File: config.mk
export PLATFORM = sky130hd
export DESIGN_NAME = i2cm_top
export DESIGN_NICKNAME = d
export VERILOG_FILES = /design/src/hdl/i2cm_pkg.sv /design/src/hdl/i2cm_top.sv
export VERILOG_INCLUDE_DIRS = /design/src /design/src/hdl
export SDC_FILE = /design/constraint.sdc
export NUM_CORES = 1
export LEC_CHECK = 0
export BUFFER_PORTS_ARGS = -buffer_cell sky130_fd_sc_hd__buf_2
export CAP_MARGIN = 20
export CORE_MARGIN = 2
export CORE_UTILIZATION = 30
export DETAILED_ROUTE_END_ITERATION = 10
export GPL_ROUTABILITY_DRIVEN = 0
export MAX_ROUTING_LAYER = met4
export PLACE_DENSITY = 0.52
export SKIP_CTS_REPAIR_TIMING = 1
export SLEW_MARGIN = 20
export SYNTH_ARGS = -nofsm -noshare
export SYNTH_HDL_FRONTEND = slang
export SYNTH_SLANG_ARGS = --single-unit
File: constraint.sdc
create_clock -name clk_sys_i -period 4.5 [get_ports clk_sys_i]
set_clock_uncertainty 0.1 [all_clocks]
set_input_delay 0.45 -clock clk_sys_i [delete_from_list [all_inputs] [get_ports clk_sys_i]]
set_output_delay 0.45 -clock clk_sys_i [all_outputs]
set_load 0.05 [all_outputs]
File: src/hdl/i2cm_cfg.svh
// Purpose: Offsets, field positions, reset values and timing counts.
// Assumes: Byte addresses on a 16-bit APB address bus.
// Notes:   Definitions only.
`ifndef I2CM_CFG_SVH
`define I2CM_CFG_SVH
`define I2CM_ADR_CTRL  16'h3800
`define I2CM_ADR_TGT   16'h3804
`define I2CM_ADR_DC    16'h3810
`define I2CM_ADR_HI    16'h3814
`define I2CM_ADR_STS   16'h3830
`define I2CM_ADR_CLR   16'h3834
`define I2CM_ADR_IEN   16'h3838
`define I2CM_ADR_AUX   16'h383C
`define I2CM_ADR_IFEN  16'h386C
`define I2CM_RST_CTRL  7'h65
`define I2CM_CTRL_WMSK 7'h6F
`define I2CM_RST_TGT   7'h55
`define I2CM_RST_HI    16'h0064
`define I2CM_HI_MIN    16'h0006
`define I2CM_HI_ADD    17'h00008
`define I2CM_LO_ADD    17'h00001
`define I2CM_STD_LO    16'h0076
`define I2CM_FST_HI    16'h000F
`define I2CM_FST_LO    16'h0021
`define I2CM_CLK_NS    5
`define I2CM_TI2C_NS   100
`define I2CM_DIV ((`I2CM_TI2C_NS + `I2CM_CLK_NS - 1) / `I2CM_CLK_NS)
`define I2CM_SPD_FST   2'h2
`define I2CM_STB       8'h01
`define I2CM_B_MEN     0
`define I2CM_B_RST     5
`define I2CM_B_CMD     8
`define I2CM_S_ABORT   0
`define I2CM_S_DONE    1
`define I2CM_S_NACK    2
`define I2CM_A_STOP    0
`define I2CM_A_SB      1
`endif

File: src/hdl/i2cm_pkg.sv
// Purpose: Types shared by the I2C master register slice.
// Assumes: Constants live in i2cm_cfg.svh.
// Notes:   None.
package i2cm_pkg;
    typedef struct packed {
        logic        psel;
        logic        penable;
        logic        pwrite;
        logic [15:0] paddr;
        logic [31:0] pwdata;
    } i2cm_apb_req_t;
    typedef struct packed {
        logic [31:0] prdata;
        logic        pready;
        logic        pslverr;
    } i2cm_apb_rsp_t;
    typedef enum logic [3:0] {
        st_idle, st_sta, st_stb, st_low, st_high,
        st_hold, st_rslo, st_splo, st_sphi
    } i2cm_state_t;
    typedef struct packed {
        i2cm_state_t st;
        logic [16:0] cnt;
        logic [4:0]  bidx;
        logic [4:0]  blast;
        logic [17:0] sh;
        logic        nack;
        logic [6:0]  ctrl;
        logic [6:0]  tgt;
        logic [7:0]  dat;
        logic        cmd_rd;
        logic        pend;
        logic        stop_req;
        logic        sb_req;
        logic        sb_act;
        logic [15:0] hi;
        logic        ifen;
        logic [2:0]  sts;
        logic [2:0]  ien;
        logic [7:0]  div;
        logic        tick;
        logic        scl_oe;
        logic        sda_oe;
        logic        ack;
        logic        slverr;
        logic [31:0] rdata;
        logic [1:0]  sda_sy;
    } i2cm_q_t;
endpackage : i2cm_pkg

File: src/hdl/i2cm_top.sv
// Purpose: I2C master configuration registers with a byte engine.
// Assumes: APB slave, 200 MHz clock, open-drain SCL and SDA pins.
// Notes:   Operation
// Operation
// - Restart bit zero forbids repeated starts; one allows them.
// - Without restarts every byte is its own transfer, stop then start.
// - Without restarts a start-byte request is dropped and abort is set.
// - Speed 01 is standard, 10 is fast, 00 and 11 are reserved.
// - Speed field changes only while the interface is disabled.
// - Master enable resets to one and changes only while disabled.
// - Target address writes are dropped while the interface is enabled.
// - Low seven target bits form the address phase of every transfer.
// - Command bit written zero requests a write, one a read.
// - Write byte is given before transfer; read byte is returned there.
// - Standard high count writes count only while interface disabled.
// - A standard high count below six is stored as six.
// - Standard SCL high phase lasts high count plus eight I2C clocks.
//
// Implementation choice: the APB register port.
`timescale 1ns/1ps
`include "i2cm_cfg.svh"

module i2cm_top (
    // Clock and reset.
    input  wire logic                    clk_sys_i,
    input  wire logic                    reset_n_i,
    // APB slave.
    input  wire i2cm_pkg::i2cm_apb_req_t apb_req_i,
    output      i2cm_pkg::i2cm_apb_rsp_t apb_rsp_o,
    // I2C pins.
    input  wire logic                    sda_i,
    output      logic                    sda_o,
    output      logic                    sda_oe_o,
    output      logic                    scl_o,
    output      logic                    scl_oe_o,
    // Interrupt.
    output      logic                    irq_o
);

    localparam logic [7:0] DIV_M1 = 8'(`I2CM_DIV - 1);

    i2cm_pkg::i2cm_q_t q_r;
    i2cm_pkg::i2cm_q_t q_nxt;
    logic              setup;
    logic              wr;
    logic              adv;
    logic              fast;
    logic              smp;
    logic              nk;
    logic              fin;
    logic              acc_dc;
    logic [16:0]       hi_ld;
    logic [16:0]       lo_ld;

    ////////////////////////////////////////////////////////////////////////
    // Loads the shift register for a start byte or an address and data.
    function automatic i2cm_pkg::i2cm_q_t f_launch(
        input i2cm_pkg::i2cm_q_t s,
        input logic              sb
    );
        i2cm_pkg::i2cm_q_t r;
        r = s;
        if (sb) begin
            r.sh     = {`I2CM_STB, 10'h3FF};
            r.blast  = 5'h08;
            r.sb_act = 1'b1;
            r.sb_req = 1'b0;
        end else begin
            r.sh    = {s.tgt, s.cmd_rd, 1'b1,
                       s.cmd_rd ? 8'hFF : s.dat, 1'b1};
            r.blast = 5'h11;
            r.pend  = 1'b0;
        end
        r.bidx = 5'h00;
        r.nack = 1'b0;
        return r;
    endfunction : f_launch

    ////////////////////////////////////////////////////////////////////////
    // Bus strobes and phase lengths.
    assign setup  = apb_req_i.psel & ~apb_req_i.penable;
    assign wr     = apb_req_i.psel & apb_req_i.penable & apb_req_i.pwrite
                    & q_r.ack;
    assign adv    = q_r.tick & (q_r.cnt == 17'h00000);
    assign fast   = q_r.ctrl[2:1] == `I2CM_SPD_FST;
    assign smp    = q_r.sda_sy[1];
    assign acc_dc = ~q_r.pend & ((q_r.st == i2cm_pkg::st_idle)
                    | (q_r.st == i2cm_pkg::st_hold));
    assign hi_ld  = (fast ? {1'b0, `I2CM_FST_HI} : {1'b0, q_r.hi})
                    + `I2CM_HI_ADD - 17'h00001;
    assign lo_ld  = (fast ? {1'b0, `I2CM_FST_LO} : {1'b0, `I2CM_STD_LO})
                    + `I2CM_LO_ADD - 17'h00001;
    assign nk     = ~q_r.sb_act & smp & ((q_r.bidx == 5'h08)
                    | ((q_r.bidx == 5'h11) & ~q_r.cmd_rd));
    assign fin    = (q_r.bidx == q_r.blast) | nk;

    ////////////////////////////////////////////////////////////////////////
    // Next state.
    always_comb begin
        q_nxt        = q_r;
        q_nxt.sda_sy = {q_r.sda_sy[0], sda_i};
        q_nxt.tick   = q_r.div == DIV_M1;
        q_nxt.div    = q_nxt.tick ? 8'h00 : q_r.div + 8'h01;
        q_nxt.ack    = setup;
        if (q_r.tick && q_r.cnt != 17'h00000) begin
            q_nxt.cnt = q_r.cnt - 17'h00001;
        end
        if (setup) begin
            q_nxt.slverr = 1'b0;
            q_nxt.rdata  = '0;
            case (apb_req_i.paddr)
                `I2CM_ADR_CTRL: q_nxt.rdata[6:0]  = q_r.ctrl;
                `I2CM_ADR_TGT:  q_nxt.rdata[6:0]  = q_r.tgt;
                `I2CM_ADR_DC:   q_nxt.rdata[7:0]  = q_r.dat;
                `I2CM_ADR_HI:   q_nxt.rdata[15:0] = q_r.hi;
                `I2CM_ADR_IFEN: q_nxt.rdata[0]    = q_r.ifen;
                `I2CM_ADR_STS:  q_nxt.rdata[2:0]  = q_r.sts;
                `I2CM_ADR_CLR:  q_nxt.rdata[2:0]  = 3'h0;
                `I2CM_ADR_IEN:  q_nxt.rdata[2:0]  = q_r.ien;
                `I2CM_ADR_AUX:  q_nxt.rdata[2:0]  = {~acc_dc,
                                    q_r.sb_req, q_r.stop_req};
                default:        q_nxt.slverr      = 1'b1;
            endcase
        end
        if (wr) begin
            case (apb_req_i.paddr)
                `I2CM_ADR_CTRL: begin
                    if (!q_r.ifen) begin
                        q_nxt.ctrl = apb_req_i.pwdata[6:0]
                                     & `I2CM_CTRL_WMSK;
                    end
                end
                `I2CM_ADR_TGT: begin
                    if (!q_r.ifen) begin
                        q_nxt.tgt = apb_req_i.pwdata[6:0];
                    end
                end
                `I2CM_ADR_DC: begin
                    if (acc_dc) begin
                        q_nxt.dat    = apb_req_i.pwdata[7:0];
                        q_nxt.cmd_rd = apb_req_i.pwdata[`I2CM_B_CMD];
                        q_nxt.pend   = 1'b1;
                    end
                end
                `I2CM_ADR_HI: begin
                    if (!q_r.ifen) begin
                        q_nxt.hi = (apb_req_i.pwdata[15:0] < `I2CM_HI_MIN)
                                   ? `I2CM_HI_MIN
                                   : apb_req_i.pwdata[15:0];
                    end
                end
                `I2CM_ADR_IFEN: q_nxt.ifen = apb_req_i.pwdata[0];
                `I2CM_ADR_CLR:  q_nxt.sts  = q_r.sts
                                             & ~apb_req_i.pwdata[2:0];
                `I2CM_ADR_IEN:  q_nxt.ien  = apb_req_i.pwdata[2:0];
                `I2CM_ADR_AUX: begin
                    q_nxt.stop_req = q_r.stop_req
                                     | apb_req_i.pwdata[`I2CM_A_STOP];
                    q_nxt.sb_req   = q_r.sb_req
                                     | apb_req_i.pwdata[`I2CM_A_SB];
                end
                default: ;
            endcase
        end
        case (q_r.st)
            i2cm_pkg::st_idle: begin
                q_nxt.stop_req = 1'b0;
                if (q_r.ifen && q_r.ctrl[`I2CM_B_MEN]) begin
                    if (q_r.sb_req && !q_r.ctrl[`I2CM_B_RST]) begin
                        q_nxt.sb_req = 1'b0;
                        q_nxt.sts[`I2CM_S_ABORT] = 1'b1;
                    end else if (q_r.sb_req || q_r.pend) begin
                        q_nxt     = f_launch(q_nxt, q_r.sb_req);
                        q_nxt.st  = i2cm_pkg::st_stb;
                        q_nxt.cnt = hi_ld;
                    end
                end
            end
            i2cm_pkg::st_hold: begin
                if (!q_r.ifen || q_r.stop_req) begin
                    q_nxt.st       = i2cm_pkg::st_splo;
                    q_nxt.cnt      = lo_ld;
                    q_nxt.stop_req = 1'b0;
                end else if (q_r.sb_req || q_r.pend) begin
                    q_nxt     = f_launch(q_nxt, q_r.sb_req);
                    q_nxt.st  = i2cm_pkg::st_rslo;
                    q_nxt.cnt = lo_ld;
                end
            end
            i2cm_pkg::st_rslo: begin
                if (adv) begin
                    q_nxt.st  = i2cm_pkg::st_sta;
                    q_nxt.cnt = hi_ld;
                end
            end
            i2cm_pkg::st_sta: begin
                if (adv) begin
                    q_nxt.st  = i2cm_pkg::st_stb;
                    q_nxt.cnt = hi_ld;
                end
            end
            i2cm_pkg::st_stb: begin
                if (adv) begin
                    q_nxt.st  = i2cm_pkg::st_low;
                    q_nxt.cnt = lo_ld;
                end
            end
            i2cm_pkg::st_low: begin
                if (adv) begin
                    q_nxt.st  = i2cm_pkg::st_high;
                    q_nxt.cnt = hi_ld;
                end
            end
            i2cm_pkg::st_high: begin
                if (adv) begin
                    q_nxt.cnt = lo_ld;
                    if (q_r.cmd_rd && !q_r.sb_act && q_r.bidx > 5'h08
                        && q_r.bidx < 5'h11) begin
                        q_nxt.dat = {q_r.dat[6:0], smp};
                    end
                    if (nk) begin
                        q_nxt.nack = 1'b1;
                        q_nxt.sts[`I2CM_S_NACK] = 1'b1;
                    end
                    if (fin) begin
                        q_nxt.sb_act = 1'b0;
                        q_nxt.sts[`I2CM_S_DONE] = 1'b1;
                        if (q_r.ctrl[`I2CM_B_RST] && !q_r.stop_req
                            && q_r.ifen && !nk) begin
                            q_nxt.st = i2cm_pkg::st_hold;
                        end else begin
                            q_nxt.st = i2cm_pkg::st_splo;
                        end
                    end else begin
                        q_nxt.st   = i2cm_pkg::st_low;
                        q_nxt.bidx = q_r.bidx + 5'h01;
                        q_nxt.sh   = {q_r.sh[16:0], 1'b1};
                    end
                end
            end
            i2cm_pkg::st_splo: begin
                if (adv) begin
                    q_nxt.st  = i2cm_pkg::st_sphi;
                    q_nxt.cnt = hi_ld;
                end
            end
            i2cm_pkg::st_sphi: begin
                if (adv) begin
                    q_nxt.st = i2cm_pkg::st_idle;
                end
            end
            default: q_nxt.st = i2cm_pkg::st_idle;
        endcase
        case (q_nxt.st)
            i2cm_pkg::st_low, i2cm_pkg::st_high: begin
                q_nxt.scl_oe = q_nxt.st == i2cm_pkg::st_low;
                q_nxt.sda_oe = (q_r.st == q_nxt.st) ? ~q_nxt.sh[17]
                                                    : q_r.sda_oe;
            end
            i2cm_pkg::st_hold, i2cm_pkg::st_rslo: begin
                q_nxt.scl_oe = 1'b1;
                q_nxt.sda_oe = (q_r.st == i2cm_pkg::st_high) & q_r.sda_oe;
            end
            i2cm_pkg::st_splo: begin
                q_nxt.scl_oe = 1'b1;
                q_nxt.sda_oe = (q_r.st != i2cm_pkg::st_high) | q_r.sda_oe;
            end
            i2cm_pkg::st_stb, i2cm_pkg::st_sphi: begin
                q_nxt.scl_oe = 1'b0;
                q_nxt.sda_oe = 1'b1;
            end
            default: begin
                q_nxt.scl_oe = 1'b0;
                q_nxt.sda_oe = 1'b0;
            end
        endcase
    end

    ////////////////////////////////////////////////////////////////////////
    // State register.
    always_ff @(posedge clk_sys_i or negedge reset_n_i) begin
        if (!reset_n_i) begin
            q_r      <= '0;
            q_r.ctrl <= `I2CM_RST_CTRL;
            q_r.tgt  <= `I2CM_RST_TGT;
            q_r.hi   <= `I2CM_RST_HI;
        end else begin
            q_r <= q_nxt;
        end
    end

    ////////////////////////////////////////////////////////////////////////
    // Outputs.
    assign apb_rsp_o.prdata  = q_r.rdata;
    assign apb_rsp_o.pready  = apb_req_i.psel & apb_req_i.penable & q_r.ack;
    assign apb_rsp_o.pslverr = apb_rsp_o.pready & q_r.slverr;
    assign sda_o             = 1'b0;
    assign scl_o             = 1'b0;
    assign sda_oe_o          = q_r.sda_oe;
    assign scl_oe_o          = q_r.scl_oe;
    assign irq_o             = |(q_r.sts & q_r.ien);
endmodule : i2cm_top

======== Word-level counts from Yosys, hierarchy flattened ========
Index checks and enable logic that the tools add are counted.
cells by class
  $add $sub $neg .......................... 7
  magnitude comparators ................... 3
  equality and inequality tests ........... 40
  multiplexer cells ....................... 76
  bitwise logic cells ..................... 27
  reductions and logical operators ........ 29
operators by type and width
  cell                   count
  $mux 147               3
  $eq 16x14->1 const B   9
  $pmux 17 s8            1
  $mux 21                6
  $pmux 51 s2            1
  $mux 75                1
  $mux 72                1
  $mux 16                4
  $pmux 19 s3            1
  $mux 53                1
  $mux 26                2
  $mux 50                1
  $mux 23                2
  $mux 8                 5
  $pmux 4 s9             1
  $mux 7                 5
  $pmux 17 s2            1
  $sub 17x1->17 const B  2
  $mux 33                1
  $eq 4x3->1 const B     8
  $pmux 14 s2            1
  $pmux 8 s3             1
  $mux 10                2
  $mux 20                1
  56 further kinds       121
word-level totals
  register bits after elaboration ......... 146
  input bits .............................. 54
  output and inout bits ................... 39
  logic and storage cells ................. 208

======== Longest topological paths before layout ========
  depth in word-level cells ............... 15
  depth in mapped cells ................... 11
  gate-level depth less buffers ........... 9

======== Worst setup path after synthesis ========
OpenSTA, ideal clock, no wires.
  path type ............................... register to register
  start point ............................. reg q_r[122] (netlist name)
  end point ............................... reg q_r, in the netlist sda_oe_o
  setup time .............................. 0.081 ns
  arrival time ............................ 2.450 ns
  data required time ...................... 4.319 ns
  path slack .............................. 1.869 ns
  cell stages (with the launch flop) ...... 10
  buffers on the path ..................... 0
  period minus slack after synthesis ...... 2.631 ns
  cells stage by stage .................... dfrtp_1 > inv_1 > ha_1 > nand4bb_4 > a2111oi_4 > and4b_1 > o221a_4 > or3_1 > a32o_1 > o211ai_2
on the way
  longest elaborated chain between the ends .. 13
  elaborated cells between the ends (all ways) .. 31
  those cells by class .................... eq/ne: 12; mux: 9; bitwise: 5; reduce/logical: 5
ends and longest elaborated chain
  element                                   line             RTL
  from (decl)                               i2cm_top.sv:42   i2cm_pkg::i2cm_q_t q_r;
  from (signal assigned)                    i2cm_top.sv:288  q_r <= q_nxt;
  $eq 5x5->1                                i2cm_top.sv:94   | ((q_r.bidx == 5'h11) & ~q_r.cmd_rd));
  $and 1x1->1                               i2cm_top.sv:94
  $or 1x1->1                                i2cm_top.sv:94
  $and 1x1->1                               i2cm_top.sv:93   assign nk = ~q_r.sb_act & smp & ((q_r.bidx == 5'h08)
  $logic_not 1->1                           i2cm_top.sv:229  && q_r.ifen && !nk) begin
  $logic_and 1x1->1                         i2cm_top.sv:228  if (q_r.ctrl[`I2CM_B_RST] && !q_r.stop_req
  $mux 2                                    i2cm_top.sv:228
  $mux 3                                    i2cm_top.sv:225  if (fin) begin
  $mux 26                                   i2cm_top.sv:215  if (adv) begin
  $pmux 4 s9                                i2cm_top.sv:165  case (q_r.st)
  $eq 4x2->1, or another cell as far along  i2cm_top.sv:254  case (q_nxt.st)
  $reduce_or 2->1                           i2cm_top.sv:254
  $pmux 2 s4 or $ne 2x2->1 (tied branches)  -
Parallel ways exist; a longest one is shown, timed or not. The select of a mux whose other input is x is not followed.
A chain may end at the register's enable or synchronous reset.

==> impl_metrics.toml <==
[status]
status = "finished clean"

[timing]
tightest_slew_ns = 0.929
hold_slack_ns = 0.0375
hold_viol = 0
grt_setup_unrepaired = "false"
fin_crit_ns = 3.22
fmax_mhz = 310
setup_viol = 0
tns_ns = 0
fin_ws_ns = 1.28
maxSlewHeadroom_pct = 38.1
drv_slew = 0
period_share_pct = 71.6

[worst_setup_path]
crit_path_max_fanout = 11
critPathBufInv = 1
cpLargestDelayFamily = "simple AND/OR/NAND/NOR gates"
cp-end-kind = "register"
slowest_delay_ns = 0.43
worstPathCellList = "inv_1 -> ha_1 -> nor4b_2 -> and4_1 -> a32oi_1 -> mux2_2 -> nor2_1 -> nand2_1 -> o32ai_1"
crit_slowest_cell = "and4_1"
required_ns = 4.71
path_class = "register to register"
worstPathArrival_ns = 3.44
worstSetupStartpointType = "register"

[final_layout]
antenna_cells = 0
n_fill_cell = 2492
final_core_util_pct = 34.8
final_nets = 825
area_delta_synth_final_pct = 13.7
drive_above_1_share_pct = 20.6
instances_no_fill = 1096
final_common_cell = "dfrtp_1"
final_cell_mix = "115 x dfrtp_1, 74 x nand2_1, 57 x buf_2, 55 x nor2_1, 31 x inv_1"

[clock_tree]
cts_buffers = 17
cts_buffer_depth = 2
insertion_delay_ns = 0.42
clock-sinks = 126
htreeDepth = 4
path_clk_slew_ns = 0.06
cts_root_buf = "clkbuf_16"
cts_tree = "done"

[drt]
drc = 0
vias_per_cell = 5.15
route.met3.wl_um = 721
dr.pass1.iters = 6
dr_wl_met2_um = 9020
final_antenna_net_count = 0
top_layer_used = "met4"
vias = 5649
finalWirelength_um = 19200
wl_per_cell_um = 17.5
m1WireLength_um = 8960
dr.first_iter.drc_count = 466

[yosys]
synth_edf_count = 0
synth_cell_type_count = 78
syn_inst = 731
syn_area_sq_um = 7210
synth.yosys.warnings = 0
seq_area_frac_synth_pct = 43.9
synth_ff_type = "dfrtp_1"
synth-async-reset-ratio_pct = 100
synth_area_per_cell_sq_um = 9.87
ys_seq_elements = 126

[pwr]
comb_power_share_pct = 5.8
ir_drop_mv = 0.242
p_seq_share_pct = 43.5
switching_share_pct = 24.9
leakage_nw = 3.53
switchingPower_mw = 0.657
p_per_area_nw_per_um2 = 321
clock_power_share_pct = 50.7
p_int_mw = 1.98

[die]
die_w_um = 159
start_util_pct = 30.6
core_sq_um = 23500
die-area_sq_um = 25300
rows = 56
die_y_um = 159
ios = 93

[flow_run]
drv_cap = 0

[grt]
grt_max_degree = 100
gr-total-overflow = 0
grtUsageTotal_pct = 16.1
grt_pass1_vias = 5567
antenna_found_initial = 0
grt_pass1_wl_um = 31500

[placement]
placement.io_buffers = 58
place_inst = 1064
dp_slack_ns = 1.28
hpwlAfterDp_um = 14000

[hold_path]
hold_class = "primary input to asynchronous set/reset pin"
## final cells by class
type / count / area, sq um / area share, %
Clock inverter: 12 / 111 / 1.36
Clock buffer: 20 / 467 / 5.69
Inverter: 31 / 116 / 1.42
Sequential cell: 126 / 3170 / 38.6
Tap cell: 319 / 399 / 4.87
Timing Repair Buffer: 65 / 349 / 4.26
Multi-Input combinational cell: 523 / 3590 / 43.8
## state kept, by name, summed over array words and instances, names as in the netlist
name	cells
q_r	108
scl_oe_o	1
apb_rsp_o	16
sda_oe_o	1
## cell usage after synthesis, types with 3 or more instances
master / number / area share, %
or4_1: 4 / 0.42
a221o_1: 9 / 1.2
buf_2: 5 / 0.35
nand2_1: 74 / 3.9
nand2b_1: 5 / 0.43
nor2b_1: 5 / 0.43
o22a_1: 10 / 1.2
clkbuf_1: 25 / 1.3
mux2_2: 30 / 4.7
dfrtp_1: 115 / 40
o21ai_0: 29 / 2.0
o31ai_1: 4 / 0.42
a22oi_1: 4 / 0.42
or3_1: 5 / 0.43
nand3_1: 24 / 1.7
ha_1: 7 / 1.2
a21o_1: 4 / 0.42
o22ai_1: 13 / 1.1
nand4_1: 7 / 0.61
buf_4: 36 / 3.7
a21oi_1: 24 / 1.7
and3_1: 6 / 0.52
mux2i_1: 20 / 2.8
inv_1: 31 / 1.6
o211ai_1: 5 / 0.52
nor3_1: 14 / 0.97
a211oi_1: 3 / 0.31
nor4_2: 3 / 0.52
nor4_1: 13 / 1.1
a31oi_1: 4 / 0.35
xor2_1: 17 / 2.1
o21a_1: 5 / 0.52
nand3b_1: 4 / 0.42
dfstp_2: 11 / 4.0
xnor2_1: 19 / 2.3
nor2_1: 55 / 2.9
nor4b_2: 3 / 0.62
nor4b_1: 4 / 0.49
a221oi_1: 10 / 1.2
and2_1: 7 / 0.61
a22o_1: 10 / 1.2
## power groups by stage
stage               logic, mW  clock network (mW)  registers (mW)
floorplan               0.110                   0            1.17
global route            0.166                1.42            1.15
detailed placement      0.156                   0            1.17
finish                  0.153                1.34            1.15
CTS                     0.156                1.37            1.15
global placement        0.155                   0            1.17
## worst paths after layout
| kind | start | to | slack, ns | cells past startpoint |
|---|---|---|---|---|
| hold / removal | reset_n_i | q_r[0] | 0.04 | 1 |
| setup / recovery | q_r[126] | q_r[129] | 1.28 | 9 |
| min in group clk_sys_i | sda_i | q_r[0] | 0.04 | 1 |
| max in group asynchronous | reset_n_i | q_r[56] | 3.27 | 2 |
| setup reg to reg | q_r[126] | q_r[129] | 1.28 | 9 |
| hold reg to reg | q_r[0] | q_r[1] | 0.25 | 0 |
## per-layer routing
| layer | global-route usage, % | up-vias |
|---|---|---|
| met5 | - | - |
| met4 | 5.54 | 0 |
| met3 | 2.58 | 32 |
| met2 | 24.8 | 168 |
| met1 | 21.5 | 2761 |
| li1 | - | 2688 |
## cells by family after synthesis
kind of cell / Yosys count / synth area share [%]
simple gates: 248 / 18.4
flops: 126 / 43.9
mux: 50 / 7.46
xor+xnor: 36 / 4.37
buf+inv: 99 / 7.32
other cells: 1 / 0.0520
compound gates: 163 / 17.2
fa+ha+maj: 8 / 1.35
## metrics by stage
stage / cell area, sq um / total power, mW
2_1_floorplan: 7280 / 1.28
3_3_place_gp: 7620 / 1.32
5_1_grt: 8200 / 2.74
3_5_place_dp: 7620 / 1.32
6_report: 8200 / 2.64
4_1_cts: 8200 / 2.68
Note: power is estimated with default switching activity, not from simulation.
